## src/predrv_consts.vh

```
// timing, state and configuration constants for the gate predriver control logic
`ifndef PREDRV_CONSTS_VH
`define PREDRV_CONSTS_VH

// clock period in picoseconds (200 MHz)
`define CLK_PERIOD_PS 5000
// undervoltage filter time, ns
`define UV_FILTER_NS 700
// active turn-off time after undervoltage, ns (8.0 us)
`define UV_ACTIVE_OFF_NS 8000
// desaturation persistence filter, ns (1.0 us)
`define DESAT_FILTER_NS 1000
// least time rounds up, longest time rounds down
`define UV_FILTER_CYC ((`UV_FILTER_NS * 1000 + `CLK_PERIOD_PS - 1) / `CLK_PERIOD_PS)
`define UV_ACTIVE_OFF_CYC ((`UV_ACTIVE_OFF_NS * 1000) / `CLK_PERIOD_PS)
`define DESAT_FILTER_CYC ((`DESAT_FILTER_NS * 1000 + `CLK_PERIOD_PS - 1) / `CLK_PERIOD_PS)
// default deadtime plus blanking window, cycles
`define DT_BLANK_CYC 16'h0040

// mode states, one-hot
`define ST_SLEEP 5'h01
`define ST_STANDBY 5'h02
`define ST_INIT 5'h04
`define ST_ENABLE 5'h08
`define ST_FAULT 5'h10

// mode configuration field positions
`define MODE_PROT_BIT 0
`define MODE_FULL_ON_MODE_BIT 1
`define MODE_LOCK_BIT 2

// status and mask field positions
`define FLT_PHASE_BIT 0
`define FLT_DESAT_BIT 1
`define FLT_UV_BIT 2
// mask reset value: all enabled
`define MASK_RESET 3'h7

`endif

```

## src/phase_monitor.v

```verilog
// per-phase check of the phase node against the gate command after deadtime plus blanking
`timescale 1ns/10ps
module phase_monitor #(
	parameter CNT_W = 16
) (
	// clock and reset
	input wire core_clk,
	input wire rstn,
	// window length in cycles
	input wire [CNT_W-1:0] window_cyc,
	// commanded gate states and synchronised phase node level
	input wire hs_on,
	input wire ls_on,
	input wire node_high,
	// error levels
	output reg hs_err_q,
	output reg ls_err_q
);

// ----------------------------------------
// window counters
// ----------------------------------------
reg [CNT_W-1:0] hs_cnt_q; // cycles since high side commanded on
reg [CNT_W-1:0] ls_cnt_q; // cycles since low side commanded on

// counters restart whenever the command drops, so each on period gets its own window
always @(posedge core_clk) begin
	if (!rstn) begin
		hs_cnt_q <= {CNT_W{1'b0}};
		ls_cnt_q <= {CNT_W{1'b0}};
		hs_err_q <= 1'b0;
		ls_err_q <= 1'b0;
	end else begin
		if (!hs_on) begin
			hs_cnt_q <= {CNT_W{1'b0}};
		end else if (hs_cnt_q != window_cyc) begin
			hs_cnt_q <= hs_cnt_q + 1'b1;
		end
		if (!ls_on) begin
			ls_cnt_q <= {CNT_W{1'b0}};
		end else if (ls_cnt_q != window_cyc) begin
			ls_cnt_q <= ls_cnt_q + 1'b1;
		end
		// node still low once the window has elapsed
		hs_err_q <= hs_on && (hs_cnt_q == window_cyc) && !node_high;
		// node still high once the window has elapsed
		ls_err_q <= ls_on && (ls_cnt_q == window_cyc) && node_high;
	end
end

endmodule // phase_monitor

```

## src/gate_predriver_mode_protection.v

```verilog
// mode state machine, fault protection and gate gating of a three-phase predriver
`timescale 1ns/10ps
`include "predrv_consts.vh"

module gate_predriver_mode_protection #(
	parameter NPH = 3,
	parameter CNT_W = 16
) (
	// clock and reset
	input wire core_clk,
	input wire rstn,
	// global controls
	input wire enable_a,
	input wire enable_b,
	// gate commands per phase
	input wire [NPH-1:0] high_side_cmd_in,
	input wire [NPH-1:0] low_side_cmd_in,
	// asynchronous comparators
	input wire [NPH-1:0] phase_node_sense,
	input wire [NPH-1:0] desat_sense,
	input wire gate_supply_uv,
	input wire gate_supply_cutoff,
	input wire logic_supply_low,
	input wire cp_below_on,
	input wire cp_above_off,
	// configuration from the serial port decoder
	input wire [CNT_W-1:0] dt_blank_cyc,
	input wire mode_wr,
	input wire [2:0] mode_data,
	input wire mask_wr,
	input wire [2:0] mask_data,
	input wire clear_latch_group_b,
	input wire [2:0] clear_data,
	// gate drive controls: on, active pull-down, weak hold-off
	output reg [NPH-1:0] hs_gate_on,
	output reg [NPH-1:0] hs_gate_off,
	output reg [NPH-1:0] ls_gate_on,
	output reg [NPH-1:0] ls_gate_off,
	output reg hold_off,
	// status
	output reg [4:0] mode_q,
	output reg [2:0] fault_status_q,
	output reg full_on_mode,
	output reg int_out,
	output reg charge_pump_on
);

// ----------------------------------------
// input synchronisers
// ----------------------------------------
localparam SW = 3 * NPH + 5;
wire [SW-1:0] async_in;
reg [SW-1:0] sync1_q; // first stage, read only by second stage
reg [SW-1:0] sync2_q;
assign async_in = {phase_node_sense, desat_sense, high_side_cmd_in, gate_supply_uv,
	gate_supply_cutoff, logic_supply_low, cp_below_on, cp_above_off};

// two flops on every pin input before use
always @(posedge core_clk) begin
	if (!rstn) begin
		sync1_q <= {SW{1'b0}};
		sync2_q <= {SW{1'b0}};
	end else begin
		sync1_q <= async_in;
		sync2_q <= sync1_q;
	end
end

wire [NPH-1:0] node_s = sync2_q[SW-1 -: NPH];
wire [NPH-1:0] desat_s = sync2_q[2*NPH+4 -: NPH];
wire [NPH-1:0] hs_cmd_s = sync2_q[NPH+4 -: NPH];
wire uv_s = sync2_q[4];
wire cutoff_s = sync2_q[3];
wire lowlogic_s = sync2_q[2];
wire cp_lo_s = sync2_q[1];
wire cp_hi_s = sync2_q[0];

// low-side and enable pins synchronised separately
reg [NPH+1:0] ls1_q;
reg [NPH+1:0] ls2_q;
always @(posedge core_clk) begin
	if (!rstn) begin
		ls1_q <= {(NPH+2){1'b0}};
		ls2_q <= {(NPH+2){1'b0}};
	end else begin
		ls1_q <= {enable_a, enable_b, low_side_cmd_in};
		ls2_q <= ls1_q;
	end
end
wire [NPH-1:0] ls_cmd_s = ls2_q[NPH-1:0];
wire en_s = ls2_q[NPH+1] & ls2_q[NPH];

// ----------------------------------------
// phase error detection
// ----------------------------------------
wire [NPH-1:0] hs_err;
wire [NPH-1:0] ls_err;
genvar g;
generate
	for (g = 0; g < NPH; g = g + 1) begin : g_ph
		phase_monitor #(.CNT_W(CNT_W)) u_mon (
			.core_clk(core_clk),
			.rstn(rstn),
			.window_cyc(dt_blank_cyc),
			.hs_on(hs_gate_on[g]),
			.ls_on(ls_gate_on[g]),
			.node_high(node_s[g]),
			.hs_err_q(hs_err[g]),
			.ls_err_q(ls_err[g])
		);
	end
endgenerate
wire phase_err = |(hs_err | ls_err);

// ----------------------------------------
// desaturation and undervoltage filters
// ----------------------------------------
// counts are integers in the header; cut to counter width on purpose
localparam integer DESAT_I = `DESAT_FILTER_CYC;
localparam integer UVF_I = `UV_FILTER_CYC;
localparam integer UVOFF_I = `UV_ACTIVE_OFF_CYC;
localparam [CNT_W-1:0] DESAT_N = DESAT_I[CNT_W-1:0];
localparam [CNT_W-1:0] UVF_N = UVF_I[CNT_W-1:0];
localparam [CNT_W-1:0] UVOFF_N = UVOFF_I[CNT_W-1:0];
reg [CNT_W-1:0] desat_cnt_q; // persistence of desaturation (or high-side phase error)
reg [CNT_W-1:0] uvf_cnt_q; // persistence of undervoltage
reg [CNT_W-1:0] uvoff_cnt_q; // active turn-off timer
reg desat_flt_q;
reg uv_flt_q;
wire desat_raw = |(desat_s & hs_gate_on) | (|hs_err); // high-side phase error also counts

// any gap resets the timer so short glitches are ignored
always @(posedge core_clk) begin
	if (!rstn) begin
		desat_cnt_q <= {CNT_W{1'b0}};
		uvf_cnt_q <= {CNT_W{1'b0}};
		uvoff_cnt_q <= {CNT_W{1'b0}};
		desat_flt_q <= 1'b0;
		uv_flt_q <= 1'b0;
	end else begin
		if (!desat_raw) begin
			desat_cnt_q <= {CNT_W{1'b0}};
		end else if (desat_cnt_q != DESAT_N) begin
			desat_cnt_q <= desat_cnt_q + 1'b1;
		end
		desat_flt_q <= desat_raw && (desat_cnt_q == DESAT_N);
		if (!uv_s) begin
			uvf_cnt_q <= {CNT_W{1'b0}};
		end else if (uvf_cnt_q != UVF_N) begin
			uvf_cnt_q <= uvf_cnt_q + 1'b1;
		end
		uv_flt_q <= uv_s && (uvf_cnt_q == UVF_N);
		// active drive-off window starts on the filtered event
		if (uv_flt_q && !uv_s) begin
			uvoff_cnt_q <= {CNT_W{1'b0}};
		end else if (uv_flt_q && uvoff_cnt_q != UVOFF_N) begin
			uvoff_cnt_q <= uvoff_cnt_q + 1'b1;
		end else if (!uv_flt_q) begin
			uvoff_cnt_q <= {CNT_W{1'b0}};
		end
	end
end
wire uv_active_off = uv_flt_q && (uvoff_cnt_q != UVOFF_N);

// ----------------------------------------
// mode configuration, mask and fault latches
// ----------------------------------------
reg [2:0] mode_cfg_q; // protection enable, full-on, lock
reg [2:0] mask_q;
wire [2:0] flt_now = {uv_flt_q, desat_flt_q, phase_err};

// mode configuration locks after a write with the lock bit, mask writes stay open; set beats clear on latches
always @(posedge core_clk) begin
	if (!rstn) begin
		mode_cfg_q <= 3'h0;
		mask_q <= `MASK_RESET;
		fault_status_q <= 3'h0;
	end else begin
		if (mode_wr && !mode_cfg_q[`MODE_LOCK_BIT]) begin
			mode_cfg_q <= mode_data;
		end
		if (mask_wr) begin
			mask_q <= mask_data;
		end
		// clear only what is absent now, so a live fault stays set
		fault_status_q <= flt_now |
			(fault_status_q & ~({3{clear_latch_group_b}} & clear_data));
	end
end

// ----------------------------------------
// mode state machine
// ----------------------------------------
reg [NPH-1:0] ls_prev_q; // previous low-side command
reg [NPH-1:0] hs_prev_q; // previous high-side command
reg ls_toggled_q; // low side toggled during init
reg [NPH-1:0] boot_ok_q; // low-side pulse seen since enable
reg [NPH-1:0] hs_float_q; // high side floats after supply recovery
reg uv_prev_q;
wire prot_fault = uv_flt_q | ((desat_flt_q | phase_err) & mode_cfg_q[`MODE_PROT_BIT]);

// reset low wins over everything and lands in sleep next edge
always @(posedge core_clk) begin
	if (!rstn) begin
		mode_q <= `ST_SLEEP;
		ls_prev_q <= {NPH{1'b0}};
		hs_prev_q <= {NPH{1'b0}};
		ls_toggled_q <= 1'b0;
		boot_ok_q <= {NPH{1'b0}};
		hs_float_q <= {NPH{1'b0}};
		uv_prev_q <= 1'b0;
	end else begin
		ls_prev_q <= ls_cmd_s;
		hs_prev_q <= hs_cmd_s;
		uv_prev_q <= uv_flt_q;
		// supply recovered: high side floats until low side commanded off
		if (uv_prev_q && !uv_flt_q) begin
			hs_float_q <= {NPH{1'b1}};
		end else begin
			hs_float_q <= hs_float_q & ls_cmd_s;
		end
		if (mode_q == `ST_ENABLE) begin
			boot_ok_q <= boot_ok_q | (ls_prev_q & ~ls_cmd_s);
		end else begin
			boot_ok_q <= {NPH{1'b0}};
		end
		case (mode_q)
			`ST_SLEEP: begin
				mode_q <= en_s ? `ST_INIT : `ST_STANDBY;
			end
			`ST_STANDBY: begin
				ls_toggled_q <= 1'b0;
				if (en_s) begin
					mode_q <= `ST_INIT;
				end
			end
			`ST_INIT: begin
				if (!en_s) begin
					mode_q <= `ST_STANDBY;
				end else if (prot_fault) begin
					mode_q <= `ST_FAULT;
				end else if (|(ls_prev_q ^ ls_cmd_s)) begin
					ls_toggled_q <= 1'b1;
				end else if (ls_toggled_q && |(hs_prev_q ^ hs_cmd_s)) begin
					mode_q <= `ST_ENABLE;
				end
			end
			`ST_ENABLE: begin
				if (!en_s) begin
					mode_q <= `ST_STANDBY;
				end else if (prot_fault) begin
					mode_q <= `ST_FAULT;
				end
			end
			`ST_FAULT: begin
				ls_toggled_q <= 1'b0;
				if (!en_s) begin
					mode_q <= `ST_STANDBY;
				end else if (!prot_fault) begin
					mode_q <= `ST_INIT;
				end
			end
			default: begin
				mode_q <= `ST_SLEEP;
			end
		endcase
	end
end

// ----------------------------------------
// gate drive and outputs
// ----------------------------------------
wire hold = lowlogic_s | cutoff_s | (uv_flt_q && !uv_active_off);
wire in_init = (mode_q == `ST_INIT);
wire in_en = (mode_q == `ST_ENABLE);
// hold-off overrides every command, so no gate is driven on beneath the weak pull-down
wire [NPH-1:0] ls_ok = {NPH{(in_init | in_en) & !uv_flt_q & !hold}};
wire [NPH-1:0] hs_ok = {NPH{in_en & !uv_flt_q & !hold}} & boot_ok_q & ~hs_float_q;
// full-on lets both switches of a phase conduct; otherwise low side wins
wire [NPH-1:0] ls_on_d = ls_ok & ls_cmd_s;
wire [NPH-1:0] hs_on_d = hs_ok & hs_cmd_s & (ls_on_d == {NPH{1'b0}} || full_on_mode ?
	{NPH{1'b1}} : ~ls_on_d);

// registered so every output comes from a flop
always @(posedge core_clk) begin
	if (!rstn) begin
		hs_gate_on <= {NPH{1'b0}};
		hs_gate_off <= {NPH{1'b0}};
		ls_gate_on <= {NPH{1'b0}};
		ls_gate_off <= {NPH{1'b0}};
		hold_off <= 1'b1;
		full_on_mode <= 1'b0;
		int_out <= 1'b0;
		charge_pump_on <= 1'b0;
	end else begin
		hs_gate_on <= hs_on_d;
		ls_gate_on <= ls_on_d;
		// active off outside drive; floating high side and hold-off suppress it
		if (uv_active_off) begin
			hs_gate_off <= {NPH{1'b1}};
			ls_gate_off <= {NPH{1'b1}};
		end else if (hold) begin
			hs_gate_off <= {NPH{1'b0}};
			ls_gate_off <= {NPH{1'b0}};
		end else begin
			// fault mode with protection off keeps high side passive (disabled)
			hs_gate_off <= ~hs_on_d & ~hs_float_q & ~{NPH{mode_q == `ST_FAULT &&
				!mode_cfg_q[`MODE_PROT_BIT]}};
			ls_gate_off <= ~ls_on_d;
		end
		hold_off <= hold && !uv_active_off;
		full_on_mode <= mode_cfg_q[`MODE_FULL_ON_MODE_BIT];
		int_out <= |(fault_status_q & mask_q);
		// hysteretic pump control from the two threshold comparators
		if (cp_lo_s) begin
			charge_pump_on <= 1'b1;
		end else if (cp_hi_s) begin
			charge_pump_on <= 1'b0;
		end
	end
end

endmodule // gate_predriver_mode_protection

```

## config.mk

```make
export PLATFORM = sky130hd
export DESIGN_NAME = gate_predriver_mode_protection
export DESIGN_NICKNAME = d
export VERILOG_FILES = /design/src/phase_monitor.v /design/src/gate_predriver_mode_protection.v
export VERILOG_INCLUDE_DIRS = /design/src /design/src/src
export SDC_FILE = /design/constraint.sdc
export NUM_CORES = 1
export LEC_CHECK = 0
export ABC_AREA = 1
export BUFFER_PORTS_ARGS = -buffer_cell sky130_fd_sc_hd__buf_4
export CAP_MARGIN = 10
export CORE_UTILIZATION = 30
export CTS_CLUSTER_SIZE = 12
export DETAILED_ROUTE_END_ITERATION = 16
export PLACE_DENSITY_LB_ADDON = 0.25
export SETUP_SLACK_MARGIN = 0.3
export SYNTH_ARGS = -nofsm -noshare
export SYNTH_HDL_FRONTEND = slang
export SYNTH_SLANG_ARGS = --single-unit
```

## constraint.sdc

```tcl
create_clock -name core_clk -period 1.95 [get_ports core_clk]
set_input_delay 0.0975 -clock core_clk [delete_from_list [all_inputs] [get_ports core_clk]]
set_output_delay 0.0975 -clock core_clk [all_outputs]
set_load 0.01 [all_outputs]
```

**Word-level counts from Yosys, hierarchy flattened**

Cells that the tools add are included.
Widths: inputs -> output; s select.

- Flip-flop bits (word level): 234
- Output and inout port bits: 24
- Input port bits: 49

- Reduce and logical (&&, ||, !) cells: 54
- Multiplexer cells: 25
- Add/sub/neg operators: 9
- Bitwise gates (word level): 37
- Eq/ne operators: 31

Operator list:

| kind | number |
|---|---|
| $add 16x1->16 const B | 9 |
| $eq 16x16->1 | 6 |
| $ne 16x16->1 | 6 |
| $mux 5 | 9 |
| $and 3x3->3 | 13 |
| $eq 16x8->1 const B | 2 |
| $mux 16 | 2 |
| $ne 16x8->1 const B | 2 |
| $pmux 5 s5 | 1 |
| $logic_and 1x1->1 | 22 |
| $mux 3 | 7 |
| $not 3->3 | 6 |
| $reduce_and 2->1 | 9 |
| $reduce_or 3->1 | 6 |
| $ne 16x11->1 const B | 1 |
| $logic_not 1->1 | 9 |
| $or 3x3->3 | 3 |
| $and 1x1->1 | 6 |
| $ne 2x2->1 const B | 3 |
| $ne 3x3->1 const B | 2 |
| $or 1x1->1 | 6 |
| $xor 3x3->3 | 2 |
| $eq 5x1->1 const B | 1 |
| $eq 5x2->1 const B | 1 |
| other kinds (15) | 22 |

**Depth between registers and ports, before layout**

- Depth after elaboration: 17
- Depth in mapped cells: 11

**By module**

From an unflattened synthesis, not the netlist that was laid out.

- Cell total of the unflattened synthesis: 2104
- Area total of the unflattened synthesis: 13314.0 µm²

Modules (own cells, without submodules):

| module | cells an instance | area an instance (µm²) | instances |
|---|---|---|---|
| phase_monitor at g_ph[0].u_mon ... | 473 | 2665.1 | 2 |
| gate_predriver_mode_protection | 685 | 5322.6 | 1 |
| phase_monitor at g_ph[2].u_mon | 473 | 2661.3 | 1 |

**Worst setup path before layout**

Ideal clock, no wire load.

- Kind: register to register
- Start: reg uvoff_cnt_q[0]
- End: reg uvoff_cnt_q[12]
- Buffers on the path: 0
- Stages on the path, launching flop included: 11
- Data arrival time: 1.401 ns
- Setup time: 0.072 ns
- Setup slack: 0.477 ns
- Path through: dfxtp_1 ha_1 nand2_1 nor2_2 nand2_1 nor2_1 nand2_1 nor2_2 nand2_1 o21ai_0 nor3b_2

- Longest elaborated chain between the ends: 3
- Elaborated cells on any way between the ends: 5
- Classes of those cells: add/sub: 1; eq/ne: 2; mux: 1; reduce/logical: 1

Ends and longest elaborated chain:

| element | RTL line | text |
|---|---|---|
| from (decl) | gate_predriver_mode_protection.v:127 | `reg [CNT_W-1:0] uvoff_cnt_q;` |
| from (signal assigned) | gate_predriver_mode_protection.v:137 | `uvoff_cnt_q <= {CNT_W{1'b0}};` |
| from (signal assigned) | gate_predriver_mode_protection.v:155 | `uvoff_cnt_q <= {CNT_W{1'b0}};` |
| from (signal assigned) | gate_predriver_mode_protection.v:157 | `uvoff_cnt_q <= uvoff_cnt_q + 1'b1;` |
| branches (longest 3 deep; another with $add 16x1->16) | n/a |  |

Parallel ways; which one is timed is not known.
A chain may end at the register's enable or synchronous reset.

**Worst setup path after layout**

- Start: reg uvoff_cnt_q[1]
- End: reg uvoff_cnt_q[14]

Same word-level chain as after synthesis.

==> results by group <==
Run status
  • Outcome: finished, final reports clean

Worst hold path
  • Tightest Hold Check Type: primary input to register
  • Min-delay src: gate_supply_cutoff

Logic synthesis
  • Syn Nets: 1731
  • Asr flop ratio synth: 0
  • #FFs+latches synth: 234
  • Main area contributors after synthesis: dfxtp_1 (39%), nand2_1 (12%), xor2_1 (8.1%), nor2_1 (6.3%), inv_1 (5.9%)
  • Netlist Area Pre-Place: 0.0121 mm^2
  • Ys flop type: dfxtp_1
  • Post-synth EDFFs: 0
  • Commonest cells in the netlist: nand2_1 (375), dfxtp_1 (234), nor2_1 (202)
  • Sequential fraction of the synthesis area: 0.389
  • Yosys warning total: 0
  • Top-count cell post-synth: nand2_1
  • Synth Area per Inst: 7.23 um^2
  • Top cell type's share of synthesized area: 0.389
  • Cell taking the most area after synthesis: dfxtp_1
  • Cells after synthesis: 1667
  • Distinct cells, synth: 46

Power
  • Power Dens Cells: 729 mW/mm^2
  • Pleak: 5.96 nW
  • Net Switching: 2.42 mW
  • Internal: 8.37 mW
  • Clk pwr share: 0.493
  • Overall power: 10.8 mW
  • Gate power share: 0.053
  • Seq pwr share: 0.454
  • Peak supply drop: 713 uV
  • Switching share of power: 0.224

Final layout
  • Area grow syn2layout: 22.7%
  • Nets: 1851
  • Layout cells sized above 1: 0.162
  • Core Util, Final: 0.373
  • Antenna Cells: 0

Job
  • Max cap viols: 0

Global route
  • GRT Util Overall: 0.150
  • Number of global-route vias before repair: 9888
  • First-pass GRT wire length: 50.2 mm
  • Total gr overflow: 0
  • Pin count of the biggest net entering global routing: 32
  • Initial antenna violation count: 0

CTS
  • Cts bufs inserted: 27
  • Clk_lat worst skew: 0.56 ns
  • Clock root cell: clkbuf_16
  • CTS tree: built
  • H-tree Lvls: 1
  • Clock sink total: 234
  • Reg clk slew, reported paths: 0.06 ns
  • CTS Buffer Depth: 3

Critical path
  • Crit path max-delay cell type: dfxtp_4
  • Crit-path max FO: 4
  • Worst path cell trace: ha_4, nand2_4, nor2_4, nand2_2, nor2_2, nand2_1, nor2_2, nand2_2, nor2_4, nand2_1, a21oi_2
  • Crit path from: uvoff_cnt_q[1]
  • Worst path max stage delay: 0.37 ns
  • Worst setup EP type: register
  • R2r setup slk: 0.34 ns
  • Worst r2r dst: uvoff_cnt_q[14]
  • End of the critical path: uvoff_cnt_q[14]
  • Crit path arrival time: 2.09 ns
  • Setup crit start kind: register
  • WS Path Type: register to register
  • Reg2Reg Launch Point: uvoff_cnt_q[1]
  • Depth of the worst register-to-register path: 11
  • Required time worst endpoint: 2.44 ns

Detailed routing
  • First DRT Iteration DRCs: 585
  • Vias post-DR: 10500
  • DRT Wirelength: 31.2 mm
  • Number of remaining DRC errors: 0
  • Via-to-Cell Ratio: 4.50
  • Post-DR wirelength/cell: 13.4 um
  • First-pass DRT Iterations: 5
  • Remaining antenna violation count after routing: 0

STA
  • Final worst slack: 0.344 ns
  • Unrepaired setup endpoints after global routing: true
  • Final Setup Violations: 0
  • Tightest Pin Transition: 0.553 ns
  • Final worst path period need: 1.61 ns
  • Total Neg Setup Slack: 0 ns
  • Fmax achieved: 623 MHz
  • Final Skew: 0.0138 ns
  • Fin. max-slew vios: 0
  • Final worst-path cycle share: 0.823
  • Relative max-transition margin: 0.630
  • Endpoints failing hold: 0

Floorplanning
  • Starting Density: 0.304
  • Die Span Y: 202 um
  • FP Rows: 73
  • Die width: 202 um
  • Top Ports: 73
  • Die Area: 0.0410 mm^2
  • Core area: 0.0396 mm^2

Placement
  • HPWL Detailed: 21.7 mm
  • Routability cong.: 0.886
  • Pre-CTS setup slack: 0.244 ns
  • PortBufs: 72
per-stage QoR:
stage / instances / area [um^2] / hold slack, ns
6_report: 2332 / 14800 / 0.267
3_3_place_gp: 2217 / 12900 / 0.282
4_1_cts: 2317 / 14300 / 0.233
2_1_floorplan: 1667 / 12100 / 0.195
3_5_place_dp: 2217 / 12900 / 0.284
5_1_grt: 2332 / 14800 / 0.260
layout by cell type (no fill, tap or decap), types with 3 or more instances in the layout:
cell type	synthesis	final
nand2_1	375	366
dfxtp_1	234	209
inv_1	188	187
nor2_1	202	184
a21oi_1	117	116
xor2_1	112	112
buf_4	17	106
nand3_1	87	83
o21ai_0	53	51
dlygate4sd3_1	0	49
nand4_1	46	46
xnor2_1	46	46
clkbuf_16	0	27
nor3_1	28	26
nor2_2	16	26
dfxtp_2	0	21
nand2_2	15	20
a21oi_2	14	15
nor2_4	0	8
nor4_1	12	8
nand2_4	4	8
ha_1	15	7
clkbuf_1	8	7
inv_2	5	5
nand3_2	2	5
nor3_2	5	5
ha_2	0	5
o21ai_1	3	4
bufinv_16	0	4
clkinv_2	4	4
clkbuf_8	0	4
dfxtp_4	0	4
inv_6	0	3
nor4_2	1	3
ha_4	0	3
power by group through the flow:
stage | logic (mW) | clock network [mW] | registers (mW)
detailed placement | 0.479 | 0 | 5.00
global placement | 0.478 | 0 | 5.00
finish | 0.572 | 5.32 | 4.89
floorplan | 0.276 | 0 | 5.00
global route | 0.631 | 5.71 | 4.90
CTS | 0.560 | 5.51 | 4.89
worst min-delay path by stage:
stage | endpoint | cells past startpoint
after CTS | sync1_q[3] | 4
after global placement | ls1_q[3] | 3
after global routing | ls1_q[3] | 4
after floorplan | ls1_q[0] | 2
after detailed placement | sync1_q[3] | 3
final | sync1_q[3] | 4
repair_timing:
action                     in CTS  in global routing
gates cloned                    0                  0
resized for setup               9                102
buffers inserted                2                 15
pin swaps                       2                 20
setup endpoints to repair      13                109
hold buffers                   49                  0
hold endpoints to repair       41                  0
flip-flops by register name, indices dropped and copies added, names as in the netlist, 5 cells and up:
name                 count
ls2_q                    5
ls1_q                    5
sync1_q                 14
g_ph.u_mon.ls_cnt_q     48
mode_q                   5
uvoff_cnt_q             16
uvf_cnt_q               16
sync2_q                 14
desat_cnt_q             16
g_ph.u_mon.hs_cnt_q     48
worst max-delay path, delay by kind of cell (launching register included):
kind	cells	cell delay, ns
flip-flops	1	0.37
AND/OR/NAND/NOR	9	0.88
adder cells (fa/ha/maj)	1	0.15
AO/OA/AOI/OAI	1	0.14
area by class of cell:
class                   count  area [um^2]
clock buffers              38          757
clock inverters            11          176
fillers                  4193        24800
inverters                 198          771
multi-input cells        1170         6410
flip-flops and latches    234         4730
well taps                 525          657
repair buffers            156         1300
logic make-up after synthesis:
kind of cell,synth area share
AND/OR/NAND/NOR,0.289
buffers and inverters,0.103
flip-flops,0.389
AO/OA/AOI/OAI,0.0888
XOR/XNOR,0.115
adder cells (fa/ha/maj),0.0156
routing by layer:
metal  global-route usage  share of wire  vias up
li1                     -              -     5508
met1                0.202           0.48     4766
met2                0.244           0.45      172
met3               0.0278          0.047       49
met4               0.0419          0.024        0
met5                    0              0        -
(Power assumes the default switching activity.)
